$ cat config.mk
export PLATFORM = sky130hd
export DESIGN_NAME = pwm_deadband_restart_ctrl
export DESIGN_NICKNAME = d
export VERILOG_FILES = /design/src/logic/pwm_deadband_pkg.sv /design/src/logic/dead_band_delay.sv /design/src/logic/pwm_deadband_restart_ctrl.sv
export SDC_FILE = /design/constraint.sdc
export NUM_CORES = 1
export LEC_CHECK = 0
export BUFFER_PORTS_ARGS = -buffer_cell sky130_fd_sc_hd__buf_2
export CORE_UTILIZATION = 48
export DETAILED_ROUTE_END_ITERATION = 10
export PLACE_DENSITY = 0.76
export SYNTH_ARGS = -nofsm -noshare
export SYNTH_HDL_FRONTEND = slang
export SYNTH_SLANG_ARGS = --single-unit
$ cat constraint.sdc
create_clock -name clk -period 3 [get_ports clk]
set_input_delay 0.45 -clock clk [delete_from_list [all_inputs] [get_ports clk]]
set_output_delay 0.45 -clock clk [all_outputs]
set_load 0.02 [all_outputs]
$ cat src/logic/pwm_deadband_pkg.sv
package pwm_deadband_pkg;
   // register port
   localparam int         ADDR_W = 4;
   localparam int         DATA_W = 8;

   localparam logic [3:0] OFS_DUTY_LOW     = 4'h0;
   localparam logic [3:0] OFS_DUTY_SHADOW  = 4'h1;
   localparam logic [3:0] OFS_MODE         = 4'h2;
   localparam logic [3:0] OFS_SHUTDOWN     = 4'h3;
   localparam logic [3:0] OFS_PERIOD       = 4'h4;
   localparam logic [3:0] OFS_DEADBAND     = 4'h5;
   localparam logic [3:0] OFS_COUNTER      = 4'h6;
   localparam logic [3:0] OFS_IRQ_STATUS   = 4'h7;
   localparam logic [3:0] OFS_IRQ_MASK     = 4'h8;

   // pwm_mode_control fields
   localparam int         BRIDGE_POS   = 6;
   localparam int         DUTY_LSB_POS = 4;
   localparam int         PWM_SEL_POS  = 2;
   localparam int         AC_LOW_POS   = 1;
   localparam int         BD_LOW_POS   = 0;
   localparam logic [1:0] BRIDGE_HALF  = 2'h2;
   localparam logic [1:0] PWM_SEL_ON   = 2'h3;

   // auto_shutdown_control fields
   localparam int         EVENT_FLAG_POS = 7;
   localparam int         SRC_INT_POS    = 6;
   localparam int         SRC_AUX_POS    = 4;
   localparam int         PSS_AC_POS     = 2;
   localparam int         PSS_BD_POS     = 0;
   localparam logic [7:0] SHUT_WR_MASK   = 8'h5f;
   localparam logic [1:0] PSS_DRIVE_LOW  = 2'h0;
   localparam logic [1:0] PSS_DRIVE_HIGH = 2'h1;
   localparam int         PSS_TRI_POS    = 1;

   // deadband_restart_control fields
   localparam int         RESTART_POS = 7;
   localparam int         DELAY_W     = 7;

   // interrupt status / mask layout
   localparam int         IRQ_W           = 3;
   localparam int         IRQ_PERIOD_POS  = 0;
   localparam int         IRQ_SHUT_POS    = 1;
   localparam int         IRQ_RESTART_POS = 2;

   // reset values
   localparam logic [7:0] RST_DUTY     = 8'h00;
   localparam logic [7:0] RST_MODE     = 8'h00;
   localparam logic [7:0] RST_SHUTDOWN = 8'h00;
   localparam logic [7:0] RST_PERIOD   = 8'hff;
   localparam logic [7:0] RST_DEADBAND = 8'h00;
   localparam logic [7:0] RST_COUNTER  = 8'h00;

   // timing: clk is the oscillator, one instruction cycle is four of it
   localparam int         CLK_PERIOD_NS = 20;
   localparam int         OSC_PER_TCY   = 4;
   localparam int         TCY_PHASE_W   = 2;
   localparam logic [1:0] TCY_LAST      = 2'(OSC_PER_TCY - 1);

   typedef enum logic [1:0] {
      ST_RUN  = 2'b00,
      ST_SHUT = 2'b01,
      ST_WAIT = 2'b10
   } run_state_t;
endpackage

$ cat src/logic/dead_band_delay.sv
`timescale 1ns/1ps
module dead_band_delay (
   input  wire logic                                clk,
   input  wire logic                                rstSync_n,
   input  wire logic                                desiredActive,
   input  wire logic [pwm_deadband_pkg::DELAY_W-1:0] delayCount,
   output logic                                     delayedActive
);
   import pwm_deadband_pkg::*;

   localparam int CNT_W = DELAY_W + TCY_PHASE_W;

   logic [CNT_W-1:0] waitCnt_q;
   wire  [CNT_W-1:0] target;
   wire              zeroDelay;
   wire              reached;
   wire              active_d;
   wire  [CNT_W-1:0] waitCnt_d;

   assign target    = CNT_W'(CNT_W'(delayCount) * CNT_W'(OSC_PER_TCY)); // RL3
   assign zeroDelay = (delayCount == '0); // RL9
   // >= so a count lowered mid-wait still ends the wait
   assign reached   = zeroDelay || (waitCnt_q >= target); // RL3
   // falling edge passes at once, only the rise waits
   assign active_d  = desiredActive && (delayedActive || reached); // RL2
   assign waitCnt_d = (desiredActive && !delayedActive && !reached) ?
                      waitCnt_q + CNT_W'(1) : '0;

   always_ff @(posedge clk or negedge rstSync_n) begin
      if (!rstSync_n) begin
         waitCnt_q     <= '0;
         delayedActive <= 1'b0;
      end else begin
         waitCnt_q     <= waitCnt_d;
         delayedActive <= active_d;
      end
   end
endmodule

$ cat src/logic/pwm_deadband_restart_ctrl.sv
// Implementation choices: the address map and strobed register access.
`timescale 1ns/1ps
// Summary of operation
// RL1: half-bridge mode inserts a programmable dead band between complementary outputs.
// RL2: dead band delays only inactive-to-active edges; falling edges pass undelayed.
// RL3: seven-bit delay count gives the lag in instruction cycles of four clocks.
// RL4: restart enable set clears the shutdown flag by hardware once the event ends.
// RL5: restart enable clear keeps the flag set until software clears it.
// RL6: shutdown sets the flag and drives each pin pair to its chosen state.
// RL7: after restart the waveform resumes only at the next period start.
// RL8: software writes to the flag are ignored while shutdown persists.
// RL9: a delay count of zero adds no dead band at all.
module pwm_deadband_restart_ctrl (
   input  wire logic                                clk,
   input  wire logic                                rst_n,
   input  wire logic [pwm_deadband_pkg::ADDR_W-1:0] regAddr,
   input  wire logic [pwm_deadband_pkg::DATA_W-1:0] regWdata,
   input  wire logic                                regWrite,
   input  wire logic                                regRead,
   output logic      [pwm_deadband_pkg::DATA_W-1:0] regRdata,
   input  wire logic                                shutdownInt_n,
   input  wire logic                                shutdownAux_n,
   output logic                                     pwmOutA,
   output logic                                     pwmOutAOe,
   output logic                                     pwmOutB,
   output logic                                     pwmOutBOe,
   output logic                                     irq
);
   import pwm_deadband_pkg::*;

   // pair output: {oe, level} from shutdown state field and run level
   function automatic logic [1:0] pairDrive(input logic       running,
                                            input logic [1:0] pss,
                                            input logic       runLevel);
      if (running)
         pairDrive = {1'b1, runLevel};
      else if (pss[PSS_TRI_POS])
         pairDrive = 2'b00;
      else if (pss == PSS_DRIVE_HIGH)
         pairDrive = 2'b11;
      else
         pairDrive = 2'b10;
   endfunction

   // reset release through two flops
   logic rstMeta_n;
   logic rstSync_n;

   always_ff @(posedge clk or negedge rst_n) begin
      if (!rst_n) begin
         rstMeta_n <= 1'b0;
         rstSync_n <= 1'b0;
      end else begin
         rstMeta_n <= 1'b1;
         rstSync_n <= rstMeta_n;
      end
   end

   // registers
   logic [7:0]       dutyLow_q;
   logic [7:0]       modeCtrl_q;
   logic [6:0]       shutCtrl_q;
   logic             eventFlag_q;
   logic             eventFlag_d;
   logic [7:0]       period_q;
   logic [7:0]       deadCtrl_q;
   logic [7:0]       counter_q;
   logic [7:0]       counter_d;
   logic [1:0]       phase_q;
   logic [1:0]       phase_d;
   logic [9:0]       dutyLatch_q;
   logic             rawPwm_q;
   logic             rawPwm_d;
   logic [IRQ_W-1:0] irqStatus_q;
   logic [IRQ_W-1:0] irqStatus_d;
   logic [IRQ_W-1:0] irqMask_q;
   run_state_t       state_q;
   run_state_t       state_d;

   // address decode
   wire wrDutyLow = regWrite && (regAddr == OFS_DUTY_LOW);
   wire wrMode    = regWrite && (regAddr == OFS_MODE);
   wire wrShut    = regWrite && (regAddr == OFS_SHUTDOWN);
   wire wrPeriod  = regWrite && (regAddr == OFS_PERIOD);
   wire wrDead    = regWrite && (regAddr == OFS_DEADBAND);
   wire wrCounter = regWrite && (regAddr == OFS_COUNTER);
   wire wrMask    = regWrite && (regAddr == OFS_IRQ_MASK);
   wire rdStatus  = regRead && (regAddr == OFS_IRQ_STATUS);

   // mode fields
   wire       pwmEnabled  = (modeCtrl_q[PWM_SEL_POS +: 2] == PWM_SEL_ON);
   wire       halfBridge  = (modeCtrl_q[BRIDGE_POS +: 2] == BRIDGE_HALF);
   wire       acActiveLow = modeCtrl_q[AC_LOW_POS];
   wire       bdActiveLow = modeCtrl_q[BD_LOW_POS];
   wire       restartAuto = deadCtrl_q[RESTART_POS];
   wire [6:0] deadCount   = deadCtrl_q[DELAY_W-1:0];
   wire [1:0] pair_a_c_shutdown_state       = shutCtrl_q[PSS_AC_POS +: 2];
   wire [1:0] pair_b_d_shutdown_state       = shutCtrl_q[PSS_BD_POS +: 2];

   // shutdown is a level: low pin on an enabled source
   wire shutCond = (shutCtrl_q[SRC_INT_POS] && !shutdownInt_n) ||
                   (shutCtrl_q[SRC_AUX_POS] && !shutdownAux_n);

   // 10-bit timebase: counter byte above the oscillator phase
   wire       periodEnd = pwmEnabled && (phase_q == TCY_LAST) && (counter_q == period_q);
   wire [9:0] dutyNew   = {dutyLow_q, modeCtrl_q[DUTY_LSB_POS +: 2]};
   wire [9:0] timeNext  = {counter_d, phase_d};

   always_comb begin
      phase_d   = phase_q;
      counter_d = counter_q;
      if (pwmEnabled) begin
         phase_d = phase_q + 2'h1;
         if (periodEnd)
            counter_d = 8'h00;
         else if (phase_q == TCY_LAST)
            counter_d = counter_q + 8'h01;
      end
      // software load of the counter takes over the increment
      if (wrCounter)
         counter_d = regWdata;
   end

   // duty larger than the period leaves the raw level high
   assign rawPwm_d = periodEnd ? (dutyNew != 10'h000) :
                     (timeNext == dutyLatch_q) ? 1'b0 : rawPwm_q;

   // shutdown flag: the condition wins over software, software over auto clear
   always_comb begin
      eventFlag_d = eventFlag_q;
      if (shutCond)
         eventFlag_d = 1'b1; // RL6 RL8
      else if (wrShut)
         eventFlag_d = regWdata[EVENT_FLAG_POS]; // RL5
      else if (restartAuto && eventFlag_q)
         eventFlag_d = 1'b0; // RL4
   end

   // output run state: leaving shutdown waits for a fresh period
   always_comb begin
      state_d = state_q;
      case (state_q)
         ST_RUN:  if (eventFlag_q) state_d = ST_SHUT;
         ST_SHUT: if (!eventFlag_q) state_d = ST_WAIT;
         ST_WAIT: begin
            if (eventFlag_q)
               state_d = ST_SHUT;
            else if (periodEnd)
               state_d = ST_RUN; // RL7
         end
         default: state_d = ST_RUN;
      endcase
   end

   // dead band on each leg, only in half-bridge mode
   logic      activeA;
   logic      activeB;
   wire [6:0] legDelay = halfBridge ? deadCount : 7'h00; // RL1

   dead_band_delay legA (
      .clk           (clk),
      .rstSync_n     (rstSync_n),
      .desiredActive (rawPwm_q),
      .delayCount    (legDelay),
      .delayedActive (activeA)
   );

   dead_band_delay legB (
      .clk           (clk),
      .rstSync_n     (rstSync_n),
      .desiredActive (halfBridge && !rawPwm_q), // RL1
      .delayCount    (legDelay),
      .delayedActive (activeB)
   );

   wire       running = (state_q == ST_RUN);
   wire [1:0] driveA  = pairDrive(running, pair_a_c_shutdown_state, activeA ^ acActiveLow); // RL6
   wire [1:0] driveB  = pairDrive(running, pair_b_d_shutdown_state, activeB ^ bdActiveLow); // RL6

   // interrupt events; a read clears, but a same-cycle event survives
   wire [IRQ_W-1:0] irqEvents;
   assign irqEvents[IRQ_PERIOD_POS]  = periodEnd;
   assign irqEvents[IRQ_SHUT_POS]    = eventFlag_d && !eventFlag_q;
   assign irqEvents[IRQ_RESTART_POS] = (state_q == ST_WAIT) && (state_d == ST_RUN);
   assign irqStatus_d = (rdStatus ? '0 : irqStatus_q) | irqEvents;

   // read mux
   wire [7:0] shutRead = {eventFlag_q, shutCtrl_q[6], 1'b0, shutCtrl_q[4:0]};
   wire [7:0] rdData;
   assign rdData = (regAddr == OFS_DUTY_LOW)    ? dutyLow_q :
                   (regAddr == OFS_DUTY_SHADOW) ? dutyLatch_q[9:2] :
                   (regAddr == OFS_MODE)        ? modeCtrl_q :
                   (regAddr == OFS_SHUTDOWN)    ? shutRead :
                   (regAddr == OFS_PERIOD)      ? period_q :
                   (regAddr == OFS_DEADBAND)    ? deadCtrl_q :
                   (regAddr == OFS_COUNTER)     ? counter_q :
                   (regAddr == OFS_IRQ_STATUS)  ? 8'(irqStatus_q) :
                   (regAddr == OFS_IRQ_MASK)    ? 8'(irqMask_q) : 8'h00;

   always_ff @(posedge clk or negedge rstSync_n) begin
      if (!rstSync_n) begin
         dutyLow_q  <= RST_DUTY;
         modeCtrl_q <= RST_MODE;
         shutCtrl_q <= RST_SHUTDOWN[6:0];
         period_q   <= RST_PERIOD;
         deadCtrl_q <= RST_DEADBAND;
         irqMask_q  <= '0;
      end else begin
         if (wrDutyLow) dutyLow_q <= regWdata;
         if (wrMode) modeCtrl_q <= regWdata;
         if (wrShut) shutCtrl_q <= regWdata[6:0] & SHUT_WR_MASK[6:0];
         if (wrPeriod) period_q <= regWdata;
         if (wrDead) deadCtrl_q <= regWdata; // RL3 RL4
         if (wrMask) irqMask_q <= regWdata[IRQ_W-1:0];
      end
   end

   always_ff @(posedge clk or negedge rstSync_n) begin
      if (!rstSync_n) begin
         counter_q   <= RST_COUNTER;
         phase_q     <= 2'h0;
         dutyLatch_q <= 10'h000;
         rawPwm_q    <= 1'b0;
         eventFlag_q <= RST_SHUTDOWN[EVENT_FLAG_POS];
         state_q     <= ST_RUN;
      end else begin
         counter_q   <= counter_d;
         phase_q     <= phase_d;
         if (periodEnd) dutyLatch_q <= dutyNew;
         rawPwm_q    <= rawPwm_d;
         eventFlag_q <= eventFlag_d;
         state_q     <= state_d;
      end
   end

   // every output from a flop; disabled pwm releases both pins
   always_ff @(posedge clk or negedge rstSync_n) begin
      if (!rstSync_n) begin
         pwmOutA     <= 1'b0;
         pwmOutAOe   <= 1'b0;
         pwmOutB     <= 1'b0;
         pwmOutBOe   <= 1'b0;
         irqStatus_q <= '0;
         irq         <= 1'b0;
         regRdata    <= 8'h00;
      end else begin
         pwmOutAOe   <= pwmEnabled && driveA[1];
         pwmOutA     <= pwmEnabled && driveA[0];
         pwmOutBOe   <= pwmEnabled && halfBridge && driveB[1];
         pwmOutB     <= pwmEnabled && halfBridge && driveB[0];
         irqStatus_q <= irqStatus_d;
         irq         <= |(irqStatus_d & irqMask_q);
         regRdata    <= regRead ? rdData : 8'h00;
      end
   end
endmodule

After elaboration in Yosys (flattened, before gate mapping)
Cells that the tools add are included.
{"block": "word_totals", "latch_bits": 0, "reg_bits": 103, "ram_bits": 0, "mem_count": 0, "in_bits": 18, "mem_bits_ro": 0}
{"block": "classes", "reduce_logical": 47, "order_cmp": 2, "shifts": 0, "multipliers": 0, "n_eq_ne": 17, "n_bitwise": 4, "n_div": 0, "muxes": 35, "add_sub_neg": 4}
{"cell": "2-to-1 mux 8 bit", "n": 12}
{"cell": "logical AND 1 bit", "n": 27}
{"cell": "adder 9 x 1 -> 9 bit, second input constant", "n": 2}
{"cell": ">= comparator 9 bit", "n": 2}
{"cell": "2-to-1 mux 2 bit", "n": 9}
{"cell": "2-to-1 mux 9 bit", "n": 2}
{"cell": "equality test 4 x 3 -> 1 bit, second input constant", "n": 4}
{"cell": "equality test 10 bit", "n": 1}
{"cell": "nonzero test 10 bit", "n": 1}
{"cell": "2-to-1 mux 3 bit", "n": 3}
{"cell": "adder 8 x 1 -> 8 bit, second input constant", "n": 1}
{"cell": "equality test 2 bit, second input constant", "n": 4}
{"cell": "equality test 4 x 2 -> 1 bit, second input constant", "n": 2}
{"cell": "equality test 8 bit", "n": 1}
{"cell": "logical NOT 1 bit", "n": 8}
{"cell": "logical NOT 7 bit", "n": 1}
{"cell": "2-to-1 mux 1 bit", "n": 7}
{"cell": "2-to-1 mux 7 bit", "n": 1}
{"cell": "equality test 2 x 1 -> 1 bit, second input constant", "n": 3}
{"cell": "one-hot mux 2 bit (3 select lines)", "n": 1}
{"cell": "logical OR 1 bit", "n": 5}
{"cell": "equality test 4 x 1 -> 1 bit, second input constant", "n": 1}
{"cell": "equality test 4 bit, second input constant", "n": 1}
{"cell": "logical NOT 2 bit", "n": 2}
{"cell": "7 further kinds", "n": 8}

Logic depth before layout (Yosys ltp)
Gate-level depths: netlist of run 1.
{"block": "logic_depth", "word_depth": 11, "mapped_depth": 11, "ltp_nobuf": 10}

Hierarchy
From an unflattened synthesis of run 1, not the netlist that was laid out.
{"block": "unflattened", "hier_cells": 489, "hier_area_um2": 5604.1}
{"module": "pwm_deadband_restart_ctrl", "cells_each": 357, "area_each_um2": 4265.3, "n_inst": 1}
{"module": "dead_band_delay", "cells_each": 66, "area_each_um2": 669.4, "n_inst": 2}

Worst setup path before layout of run 1
No wires, ideal clock.
{"block": "synth_timing", "path_type": "register to register", "startpoint": "register modeCtrl_q[7]", "endpoint": "register legA.waitCnt_q[5]", "arrival_time_ns": 2.284, "setup_ns": 0.076, "setup_slack_ns": 0.640, "path_stages_with_launch": 12, "n_path_buf": 1, "synth_period_minus_slack_ns": 2.360, "required_time_ns": 2.924, "path_cell_list": "dfrtp_1 -> nor2b_1 -> buf_2 -> and2_1 -> ha_1 -> a21bo_1 -> a21o_1 -> a21o_1 -> a21o_1 -> a21oi_1 -> a41oi_2 -> nor2b_1"}
{"block": "synth_via", "elab_chain_len": 7}
{"element": "from (decl)", "line": "pwm_deadband_restart_ctrl.sv:61", "source": "logic [7:0] modeCtrl_q;"}
{"element": "from (signal assigned)", "line": "pwm_deadband_restart_ctrl.sv:210", "source": "if (wrMode) modeCtrl_q <= regWdata;"}
{"element": "equality test 2 bit *", "line": "pwm_deadband_restart_ctrl.sv:92", "source": "wire halfBridge = (modeCtrl_q[BRIDGE_POS +: 2] == BRIDGE_HALF);"}
{"element": "2-to-1 mux 7 bit *", "line": "pwm_deadband_restart_ctrl.sv:158", "source": "wire [6:0] legDelay = halfBridge ? deadCount : 7'h00;"}
{"element": ">= comparator 9 bit or logical NOT 7 bit (tied branches)", "line": "dead_band_delay.sv:23, dead_band_delay.sv:21"}
{"element": "logical OR 1 bit *", "line": "dead_band_delay.sv:23", "source": "assign reached = zeroDelay || (waitCnt_q >= target);"}
{"element": "logical NOT 1 bit *", "line": "dead_band_delay.sv:26", "source": "assign waitCnt_d = (desiredActive && !delayedActive && !reached) ?"}
{"element": "logical AND 1 bit *", "line": "dead_band_delay.sv:26"}
{"element": "2-to-1 mux 9 bit *", "line": "dead_band_delay.sv:26"}
{"element": "named net legA.waitCnt_d[5]", "line": "dead_band_delay.sv:18", "source": "wire [CNT_W-1:0] waitCnt_d;"}
{"element": "to (signal assigned)", "line": "dead_band_delay.sv:34", "source": "waitCnt_q <= waitCnt_d;"}
{"element": "to (decl)", "line": "dead_band_delay.sv:13", "source": "logic [CNT_W-1:0] waitCnt_q;"}
The timed path passes the listed nets; every way through them passes the cells marked *.
A chain may end at the register's enable or synchronous reset.

Final worst setup path of run 1
{"block": "layout_timing", "startpoint": "register modeCtrl_q[7]", "endpoint": "register legA.waitCnt_q[3]"}
The elaborated chain is that of the path after synthesis.

==> results.txt, run 1 <==
Final GP Congestion -> 0.976
worst-margin pin slew -> 690 ps
global route overflow -> 0
final wirelength -> 12600 µm
largest net degree at the start of global routing -> 56
Tcrit/Tclk final -> 80.1%
critical-path cell list -> nor2b_1 > and2_1 > ha_1 > a21bo_1 > a21o_1 > a21o_1 > a21o_1 > a21oi_1 > a41oi_2 > nor2_1
worst endpoint required time -> 3270 ps
Core Region -> 0.0109 mm²
clk_lat worst skew -> 350 ps
Root Buffer -> clkbuf_16
slowest CP cell -> dfrtp_1
drt wl/cell -> 19.0 µm
CTS Sinks -> 103
post-route setup TNS -> 0 ps
final hold violation count -> 0
FMAX -> 416 MHz
DRT Pass-1 Iters -> 7
Reg2Reg Setup Slack -> 600 ps
Post-CTS Setup Bufs -> 0
die area -> 0.0118 mm²
post-cts resize count -> 0
unrepaired setup endpoints after global routing -> no
first-pass GRT wire length -> 20700 µm
critical path startpoint category -> flip-flop
Initial Util -> 49.7%
Clock transition at path regs -> 70 ps
RR Endpoint -> legA.waitCnt_q[3]
synthesis-to-layout area growth -> 11.6%
P per Cell Area -> 683 mW/mm²
Post-Syn Area -> 0.00544 mm²
Die H -> 108 µm
Clock Path Buffers -> 2
status -> finished clean
Worst R2R Start -> modeCtrl_q[7]
Synthesized Nets -> 520
CP Data Arrival Time -> 2680 ps
worst hold endpoint -> rstSync_n
Yosys warning total -> 0
overall power -> 4140 µW
CP Max Fanout -> 9
final setup skew -> 11.2 ps
Nets -> 555
# port buffers -> 30
Cells after Synth -> 482
Max Cap Viol -> 0
routed length on met2 -> 5780 µm
placed cell area -> 0.00575 mm²
dpl cells -> 645
post-synthesis sequential area ratio -> 47.6%
fraction of layout cells with a size suffix above 1 -> 22.2%
top sig layer -> met4
Yosys cell types -> 62
Critical Path Sink Type -> flip-flop
hold-critical path depth -> 0
initial antenna violation count -> 0
Ports -> 31
Tot GR Track Use -> 23.5%
Synth Register Bits -> 103
via count of the first global-routing pass -> 3944
Register-to-Register Path Depth -> 10
shortest period the worst path allows -> 2400 ps
dpl hpwl -> 9360 µm
Design Area, Final -> 0.00607 mm²
CP Class -> flip-flop to flip-flop
max-slew violations -> 0
Post-synth EDFFs -> 0
via count -> 3885
setup ws final -> 596 ps
crit-path max cell delay -> 400 ps
drt drc -> 0
Post-synth ARST share -> 100%
post-route ant nets -> 0
Most used DFF post-synth -> dfrtp_1
Place WS -> 596 ps
startpoint of the worst hold path -> rstMeta_n
DRT met1 WL -> 5690 µm
Rows -> 38
# setup viols final -> 0
DRT iter0 DRCs -> 433
Worst VDD drop -> 313 µV
Leak -> 0.00272 µW
number of diodes -> 0
max_slew headroom -> 54.0%
met3 WL -> 706 µm
Post-Layout Cell Count -> 662
Via density -> 5.87
Avg Cell Area, Syn -> 11.3 µm²
CTS tree -> built
CTS buffer count -> 9
H-tree Lvls -> 3
Chip Width -> 108 µm
Hold/Removal Path Class -> flip-flop to flip-flop
Worst path most repeated cell -> a21o_1
==> metrics by stage <==
step	hold slack, ps	utilization [%]
floorplan	154	-
global placement	240	52.6
detailed placement	241	52.6
CTS	351	55.5
global route	359	55.5
finish	350	55.5
==> cells in the mapped netlist (2+ instances only) <==
library cell,number,area share (%)
dfrtp_1,95,44
nor2_1,36,2.5
mux2_2,34,7.0
nand2_1,31,2.1
xnor2_1,22,3.5
xor2_1,22,3.5
ha_1,20,4.6
mux2i_1,17,3.1
inv_1,15,1.0
nand3_1,15,1.4
a21oi_1,13,1.2
mux2_1,13,2.7
nand4_1,11,1.3
buf_2,9,0.83
a21o_1,8,1.1
dfstp_2,8,3.9
o21ai_0,8,0.74
a211oi_1,7,0.97
nand2b_1,7,0.81
o21ai_1,7,0.64
o31ai_1,7,0.97
clkbuf_1,6,0.41
nor3_1,6,0.55
o211a_1,5,0.92
nor4_1,4,0.46
o22ai_1,4,0.46
a22oi_1,3,0.41
and3_1,3,0.35
mux4_2,3,1.2
nor2b_1,3,0.35
or3_1,3,0.35
a21bo_1,2,0.37
a222oi_1,2,0.37
and2_1,2,0.23
buf_6,2,0.41
nor3b_1,2,0.28
or2_2,2,0.23
==> metal layers <==
metal	up-vias	GRT usage (%)
li1	1799	-
met1	1928	32.3
met2	127	35.4
met3	31	4.22
met4	0	11.7
met5	-	0
==> report_power, final <==
group / switching [µW] / internal, µW
clock network: 534 / 676
registers: 338 / 1640
logic: 483 / 467
==> worst max-delay path by stage <==
| stage | cells after the start | slack, ps | startpoint | endpoint |
|---|---|---|---|---|
| floorplan | 11 | 640 | modeCtrl_q[7] | legA.waitCnt_q[5] |
| global placement | 10 | 660 | modeCtrl_q[7] | legA.waitCnt_q[5] |
| detailed placement | 10 | 600 | modeCtrl_q[7] | legA.waitCnt_q[1] |
| CTS | 10 | 570 | modeCtrl_q[7] | legA.waitCnt_q[3] |
| global route | 10 | 350 | modeCtrl_q[7] | legA.waitCnt_q[3] |
| finish | 10 | 600 | modeCtrl_q[7] | legA.waitCnt_q[3] |
==> sequential cells by signal, summed over array words and instances (netlist names), 2 cells and up <==
| signal | cells |
|---|---|
| legA.waitCnt_q | 9 |
| irqMask_q | 3 |
| dutyLatch_q | 10 |
| modeCtrl_q | 8 |
| shutCtrl_q | 6 |
| deadCtrl_q | 8 |
| irqStatus_q | 3 |
| phase_q | 2 |
| dutyLow_q | 8 |
| period_q | 8 |
| legB.waitCnt_q | 9 |
| state_q | 2 |
| regRdata | 8 |
| counter_q | 8 |
==> placed cells by master (no fill, tap or decap), drive strengths merged, types with 17 or more instances in the layout <==
cell   count
nor2      36
dfrtp     95
mux2i     17
buf       41
xnor2     22
xor2      22
ha        20
nand2     31
inv       18
mux2      47
==> worst max-delay path: cells and delay by family (launching register included) <==
family / cells / cell delay (ps)
DFF: 1 / 400
adders and majority gates: 1 / 270
AOI/OAI and AO/OA: 6 / 1140
and+or+nand+nor: 3 / 510
==> final cells by class <==
class	instances	area, µm²
Fill cell	885	4870
Multi-Input combinational cell	345	2690
Sequential cell	103	2590
Clock buffer	11	243
Timing Repair Buffer	42	243
Tap cell	140	175
Clock inverter	5	62.6
Inverter	16	60.1
==> what timing repair did <==
action                     in CTS  in global routing
setup endpoints to repair       0                  0
hold endpoints to repair        2                  0
hold buffers                    1                  0
==> kinds of logic (layout without fill, tap and decap cells) <==
kind of cell,Yosys count,count (layout),share of synthesized area (%)
AO/OA/AOI/OAI,78,78,10.6
XOR/XNOR,44,44,7.09
adder cells (fa/ha/maj),20,20,4.60
buffers and inverters,34,74,2.90
flip-flops,103,103,47.6
multiplexers,67,67,14.1
other,1,1,0.0690
AND/OR/NAND/NOR,135,135,13.0
No activity file was read; power rests on OpenSTA's default activity.
==> inputs of run 2 (changes only) <==
- PLACE_DENSITY: 0.76 -> 0.73
- clock period: 3 -> 2.25 ns (I/O delays scaled with it)
==> run 2 against run 1 <==
Utilization rose by 2.6 points. Clock power grew 22%. Routed wire length is 2.9% higher. Sequential cell count is the same. Combinational power is 60% higher. Count of clock-buffer cells in the layout up 5. Critical endpoint is now legB.delayedActive. Largest power group unchanged.
==> results.txt, run 2 (synthesis results as in run 1) <==
status -> finished clean
Post-Layout Cell Count -> 684 (+3.3%)
final setup skew -> 12.1 ps (+0.952 ps)
Clock Path Buffers -> 2 (unchanged)
Core Region -> 0.0109 mm² (unchanged)
drt drc -> 0 (unchanged)
drt wl/cell -> 19.0 µm (-0.41%)
global route overflow -> 0 (unchanged)
post-route ant nets -> 0 (unchanged)
dpl cells -> 659 (+2.2%)
# port buffers -> 30 (unchanged)
CTS tree -> built
Hold/Removal Path Class -> input port to flip-flop
Leak -> 0.00285 µW (+4.7%)
H-tree Lvls -> 3 (unchanged)
DRT iter0 DRCs -> 363 (-16%)
CP Data Arrival Time -> 2460 ps (-220 ps)
# setup viols final -> 0 (unchanged)
area of the multi-input gates -> 0.00282 mm² (+4.9%)
worst endpoint required time -> 2470 ps (-800 ps)
via count of the first global-routing pass -> 3906 (-0.96%)
first-pass GRT wire length -> 20600 µm (-0.70%)
CTS Sinks -> 103 (unchanged)
max-slew violations -> 0 (unchanged)
initial antenna violation count -> 0 (unchanged)
fillers -> 901 (+1.8%)
FMAX -> 447 MHz (+7.5%)
Critical Path Sink Type -> flip-flop
P per Cell Area -> 883 mW/mm² (+29%)
placed cell area -> 0.00589 mm² (+2.5%)
Rows -> 38 (unchanged)
Tcrit/Tclk final -> 99.4% (+19 points)
CTS buffer count -> 9 (unchanged)
top flop regs -> dutyLatch_q x10, legA.waitCnt_q x9, legB.waitCnt_q x9
register area -> 0.00259 mm² (about the same)
Clock transition at path regs -> 70 ps (about the same)
Via density -> 5.84 (-0.53%)
Tot GR Track Use -> 23.6% (+0.11 points)
fraction of layout cells with a size suffix above 1 -> 27.9% (+5.7 points)
final design utilization -> 58.1% (+2.6 points)
critical path startpoint category -> flip-flop
setup ws final -> 13.5 ps (-583 ps)
Die H -> 108 µm (unchanged)
max_slew headroom -> 52.4% (-1.6 points)
number of diodes -> 0 (unchanged)
dpl hpwl -> 9250 µm (-1.1%)
Chip Width -> 108 µm (unchanged)
via count -> 3993 (+2.8%)
Worst VDD drop -> 592 µV (+89%)
most frequent cells in the layout -> 93 x dfrtp_1, 34 x nor2_1, 34 x mux2_2
CP Max Fanout -> 2 (-7)
Root Buffer -> clkbuf_16
Top reg by flops -> dutyLatch_q
Initial Util -> 49.7% (unchanged)
Nets -> 577 (+4.0%)
largest net degree at the start of global routing -> 37 (-34%)
Max Cap Viol -> 0 (unchanged)
final hold violation count -> 0 (unchanged)
Design Area, Final -> 0.00636 mm² (+4.8%)
synthesis-to-layout area growth -> 16.9%
die area -> 0.0118 mm² (unchanged)
Place WS -> -109 ps (-705 ps)
worst-margin pin slew -> 708 ps (+17.8 ps)
Largest register FFs -> 10 (unchanged)
most common cell after layout, fill and taps aside -> dfrtp_1
unrepaired setup endpoints after global routing -> yes
hold_ws -> 260 ps (-90.5 ps)
final wirelength -> 13000 µm (+2.9%)
clk_lat worst skew -> 360 ps (about the same)
Ports -> 31 (unchanged)
Final GP Congestion -> 0.862 (-12%)
CP Class -> flip-flop to flip-flop
shortest period the worst path allows -> 2240 ps (-167 ps)
DRT Pass-1 Iters -> 4 (-3)
-- run 2: worst paths after layout --
| check | cells after the start | end | start | slack, ps |
|---|---|---|---|---|
| max | 10 | legB.delayedActive | modeCtrl_q[7] | 10 |
| min | 2 | regRdata[2] | regRead | 260 |
| max reg2reg | 10 | legB.delayedActive | modeCtrl_q[7] | 10 |
| min reg2reg | 0 | modeCtrl_q[7] | rstSync_n | 300 |
| max in group asynchronous | 1 | period_q[3] | rstSync_n | 1270 |
| min in group asynchronous | 2 | rstMeta_n | rst_n | 300 |
-- run 2: final cells by class --
| class | instances | area share (%) |
|---|---|---|
| multi-input cells | 346 | 44.4 |
| repair buffers | 63 | 6.81 |
| well taps | 140 | 2.76 |
| clock buffers | 16 | 4.27 |
| flip-flops and latches | 103 | 40.8 |
| inverters | 16 | 0.945 |
-- run 2: what timing repair did --
item                                    CTS  global route
setup buffers                             0             7
endpoints found under the setup margin   10            23
endpoints found under the hold margin     2             0
resized for setup                         4            17
pin swaps                                 3            19
cloned                                    1             0
hold buffers                              1             0
-- run 2: per-stage QoR --
step	TNS (ps)	power (µW)
2_1_floorplan	0	3510
3_3_place_gp	-74.7	3930
3_5_place_dp	-329	3990
4_1_cts	0	5540
5_1_grt	-513	5880
6_report	0	5610
-- run 2: worst max-delay path, cell delays in order (launching register included) --
cell	delay, ps
dfrtp_1	400
nor2b_4	140
and2_4	150
ha_1	280
a21bo_1	170
a21o_1	180
a21o_1	180
a21o_1	180
a21o_1	180
a211oi_2	180
nor4_1	60
-- run 2: where the power goes --
part / internal, µW / switching, µW / leakage (µW)
logic: 755 / 761 / 0.00141
clock network: 814 / 670 / 0.000131
registers: 2200 / 414 / 0.00130
total: 3770 / 1850 / 0.00285
-- run 2: layer usage --
| metal | vias up | GRT usage [%] | routed length, µm |
|---|---|---|---|
| met5 | - | 0 | 0 |
| li1 | 1855 | - | - |
| met3 | 21 | 6.75 | 715 |
| met2 | 103 | 36.5 | 6150 |
| met4 | 0 | 8.20 | 242 |
| met1 | 2014 | 31.5 | 5870 |
==> inputs of run 3 (changes only) <==
- CORE_ASPECT_RATIO: not set -> 1.5
- CTS_BUF_LIST: not set -> sky130_fd_sc_hd__clkbuf_4 sky130_fd_sc_hd__clkbuf_8
==> run 3 against run 2 <==
The flow now finishes with violations (setup timing). Setup slack lost 30 ps. Fmax shrank 1.3%. Clock skew shrank 3.4 ps. Total power shrank 6.2%. Via count grew 0.68%. First-iteration DRC count shrank 21%. Final area shrank 1.5%. Die area is essentially flat. Utilization shrank 1.5 points. Critical path type unchanged. Largest power group unchanged.
==> results.txt, run 3 (synthesis results as in run 1) <==
status -> finished with violations
final setup skew -> 8.73 ps (-3.38 ps)
Hold/Removal Path Class -> input port to flip-flop
CTS Sinks -> 103 (unchanged)
largest net degree at the start of global routing -> 43 (+16%)
setup ws final -> -16.2 ps (-29.7 ps)
via count of the first global-routing pass -> 4211 (+7.8%)
Root Buffer -> clkbuf_8
Top reg by flops -> dutyLatch_q
final hold violation count -> 0 (unchanged)
shortest period the worst path allows -> 2270 ps (+29.7 ps)
most frequent cells in the layout -> 94 x dfrtp_1, 35 x nor2_1, 34 x mux2_2
drt wl/cell -> 20.0 µm (+5.4%)
register area -> 0.00259 mm² (about the same)
dpl cells -> 672 (+2.0%)
via count -> 4020 (+0.68%)
clk_lat worst skew -> 390 ps (+30 ps)
die area -> 0.0118 mm² (about the same)
max-slew violations -> 0 (unchanged)
Tcrit/Tclk final -> 101% (+1.3 points)
Rows -> 47 (+24%)
synthesis-to-layout area growth -> 15.2%
Post-Layout Cell Count -> 692 (+1.2%)
fillers -> 986 (+9.4%)
number of diodes -> 0 (unchanged)
most common cell after layout, fill and taps aside -> dfrtp_1
placed cell area -> 0.00593 mm² (+0.70%)
Via density -> 5.81 (-0.49%)
worst-margin pin slew -> 728 ps (+20.0 ps)
Die H -> 132 µm (+22%)
Ports -> 31 (unchanged)
worst endpoint required time -> 2560 ps (+90 ps)
drt drc -> 0 (unchanged)
unrepaired setup endpoints after global routing -> yes
FMAX -> 441 MHz (-1.3%)
Chip Width -> 88.9 µm (-18%)
Nets -> 578 (+0.17%)
global route overflow -> 0 (unchanged)
initial antenna violation count -> 0 (unchanged)
DRT Pass-1 Iters -> 4 (unchanged)
CP Max Fanout -> 5 (+3)
top flop regs -> dutyLatch_q x10, legA.waitCnt_q x9, legB.waitCnt_q x9
first-pass GRT wire length -> 21800 µm (+5.9%)
H-tree Lvls -> 3 (unchanged)
Initial Util -> 49.2% (-0.54 points)
Largest register FFs -> 10 (unchanged)
DRT iter0 DRCs -> 288 (-21%)
area of the multi-input gates -> 0.00282 mm² (-0.13%)
max_slew headroom -> 51.1% (-1.3 points)
critical path startpoint category -> flip-flop
P per Cell Area -> 840 mW/mm² (-4.8%)
# port buffers -> 30 (unchanged)
# setup viols final -> 3 (+3)
fraction of layout cells with a size suffix above 1 -> 28.1% (+0.13 points)
Critical Path Sink Type -> flip-flop
Tot GR Track Use -> 25.3% (+1.7 points)
Clock transition at path regs -> 100 ps (+30 ps)
Leak -> 0.00281 µW (-1.2%)
Clock Path Buffers -> 2 (unchanged)
Core Region -> 0.0111 mm² (+1.1%)
Max Cap Viol -> 0 (unchanged)
hold-critical path depth -> 2 (unchanged)
Register-to-Register Path Depth -> 10 (unchanged)
CTS buffer count -> 9 (unchanged)
Design Area, Final -> 0.00626 mm² (-1.5%)
CP Class -> flip-flop to flip-flop
Final GP Congestion -> 0.885 (+2.6%)
violated checks -> setup timing
final wirelength -> 13800 µm (+6.7%)
post-route ant nets -> 0 (unchanged)
CP Data Arrival Time -> 2580 ps (+120 ps)
dpl hpwl -> 10400 µm (+12%)
CTS tree -> built
Worst VDD drop -> 408 µV (-31%)
-- run 3: power by group --
part / internal (µW) / total [µW] / switching, µW
Combinational: 768 / 1570 / 802
Clock: 485 / 1120 / 632
Sequential: 2190 / 2580 / 387
Total: 3440 / 5260 / 1820
-- run 3: final timing paths --
| check | from | endpoint | slack [ps] |
|---|---|---|---|
| min in group asynchronous | rst_n | rstMeta_n | 250 |
| hold reg to reg | rstSync_n | counter_q[7] | 320 |
| setup reg to reg | modeCtrl_q[6] | legA.waitCnt_q[5] | -20 |
| max in group asynchronous | rstSync_n | legB.delayedActive | 1210 |
| hold / removal | regRead | regRdata[0] | 230 |
| setup / recovery | modeCtrl_q[6] | legA.waitCnt_q[5] | -20 |
-- run 3: final cells by class --
cell class,instances,share of cell area (%)
Multi-Input combinational cell,346,45.0
Sequential cell,103,41.4
Timing Repair Buffer,64,6.77
Tap cell,147,2.94
Clock buffer,13,2.66
Inverter,16,0.959
Clock inverter,3,0.280
-- run 3: critical path: stages (launching register included) --
cell and delay, ps:
dfrtp_1 420, nor2b_4 140, and2_4 170, ha_4 190, a21bo_1 190, a21o_1 150
a21o_1 150, a21o_1 210, a21oi_4 240, a41oi_4 180, nor2b_1 170
-- run 3: through the flow --
step	setup TNS, ps	hold slack (ps)	power, µW	util, %	setup WS (ps)
4_1_cts	-2.84	208	5190	55.7	-2.84
5_1_grt	-616	230	5520	56.7	-82.7
6_report	-28.9	226	5260	56.7	-16.2
2_1_floorplan	0	41.9	3510	-	0.836
3_3_place_gp	-10.7	123	4010	53.7	-10.7
3_5_place_dp	-8.86	129	4060	53.7	-8.86
-- run 3: what timing repair did --
action	in CTS	in global routing
cloned	0	1
endpoints found under the setup margin	11	20
pin swaps	1	14
hold buffers	1	0
resized for setup	3	13
buffers inserted	0	2
hold endpoints to repair	2	0
-- run 3: routing by layer --
metal	vias up	global-route usage, %	share of wire [%]	wire length, µm
met5	-	0	0	0
met4	0	16.6	5.9	814
met3	40	4.20	2.9	398
met2	88	43.7	53	7350
met1	2048	27.9	38	5280
li1	1844	-	-	-
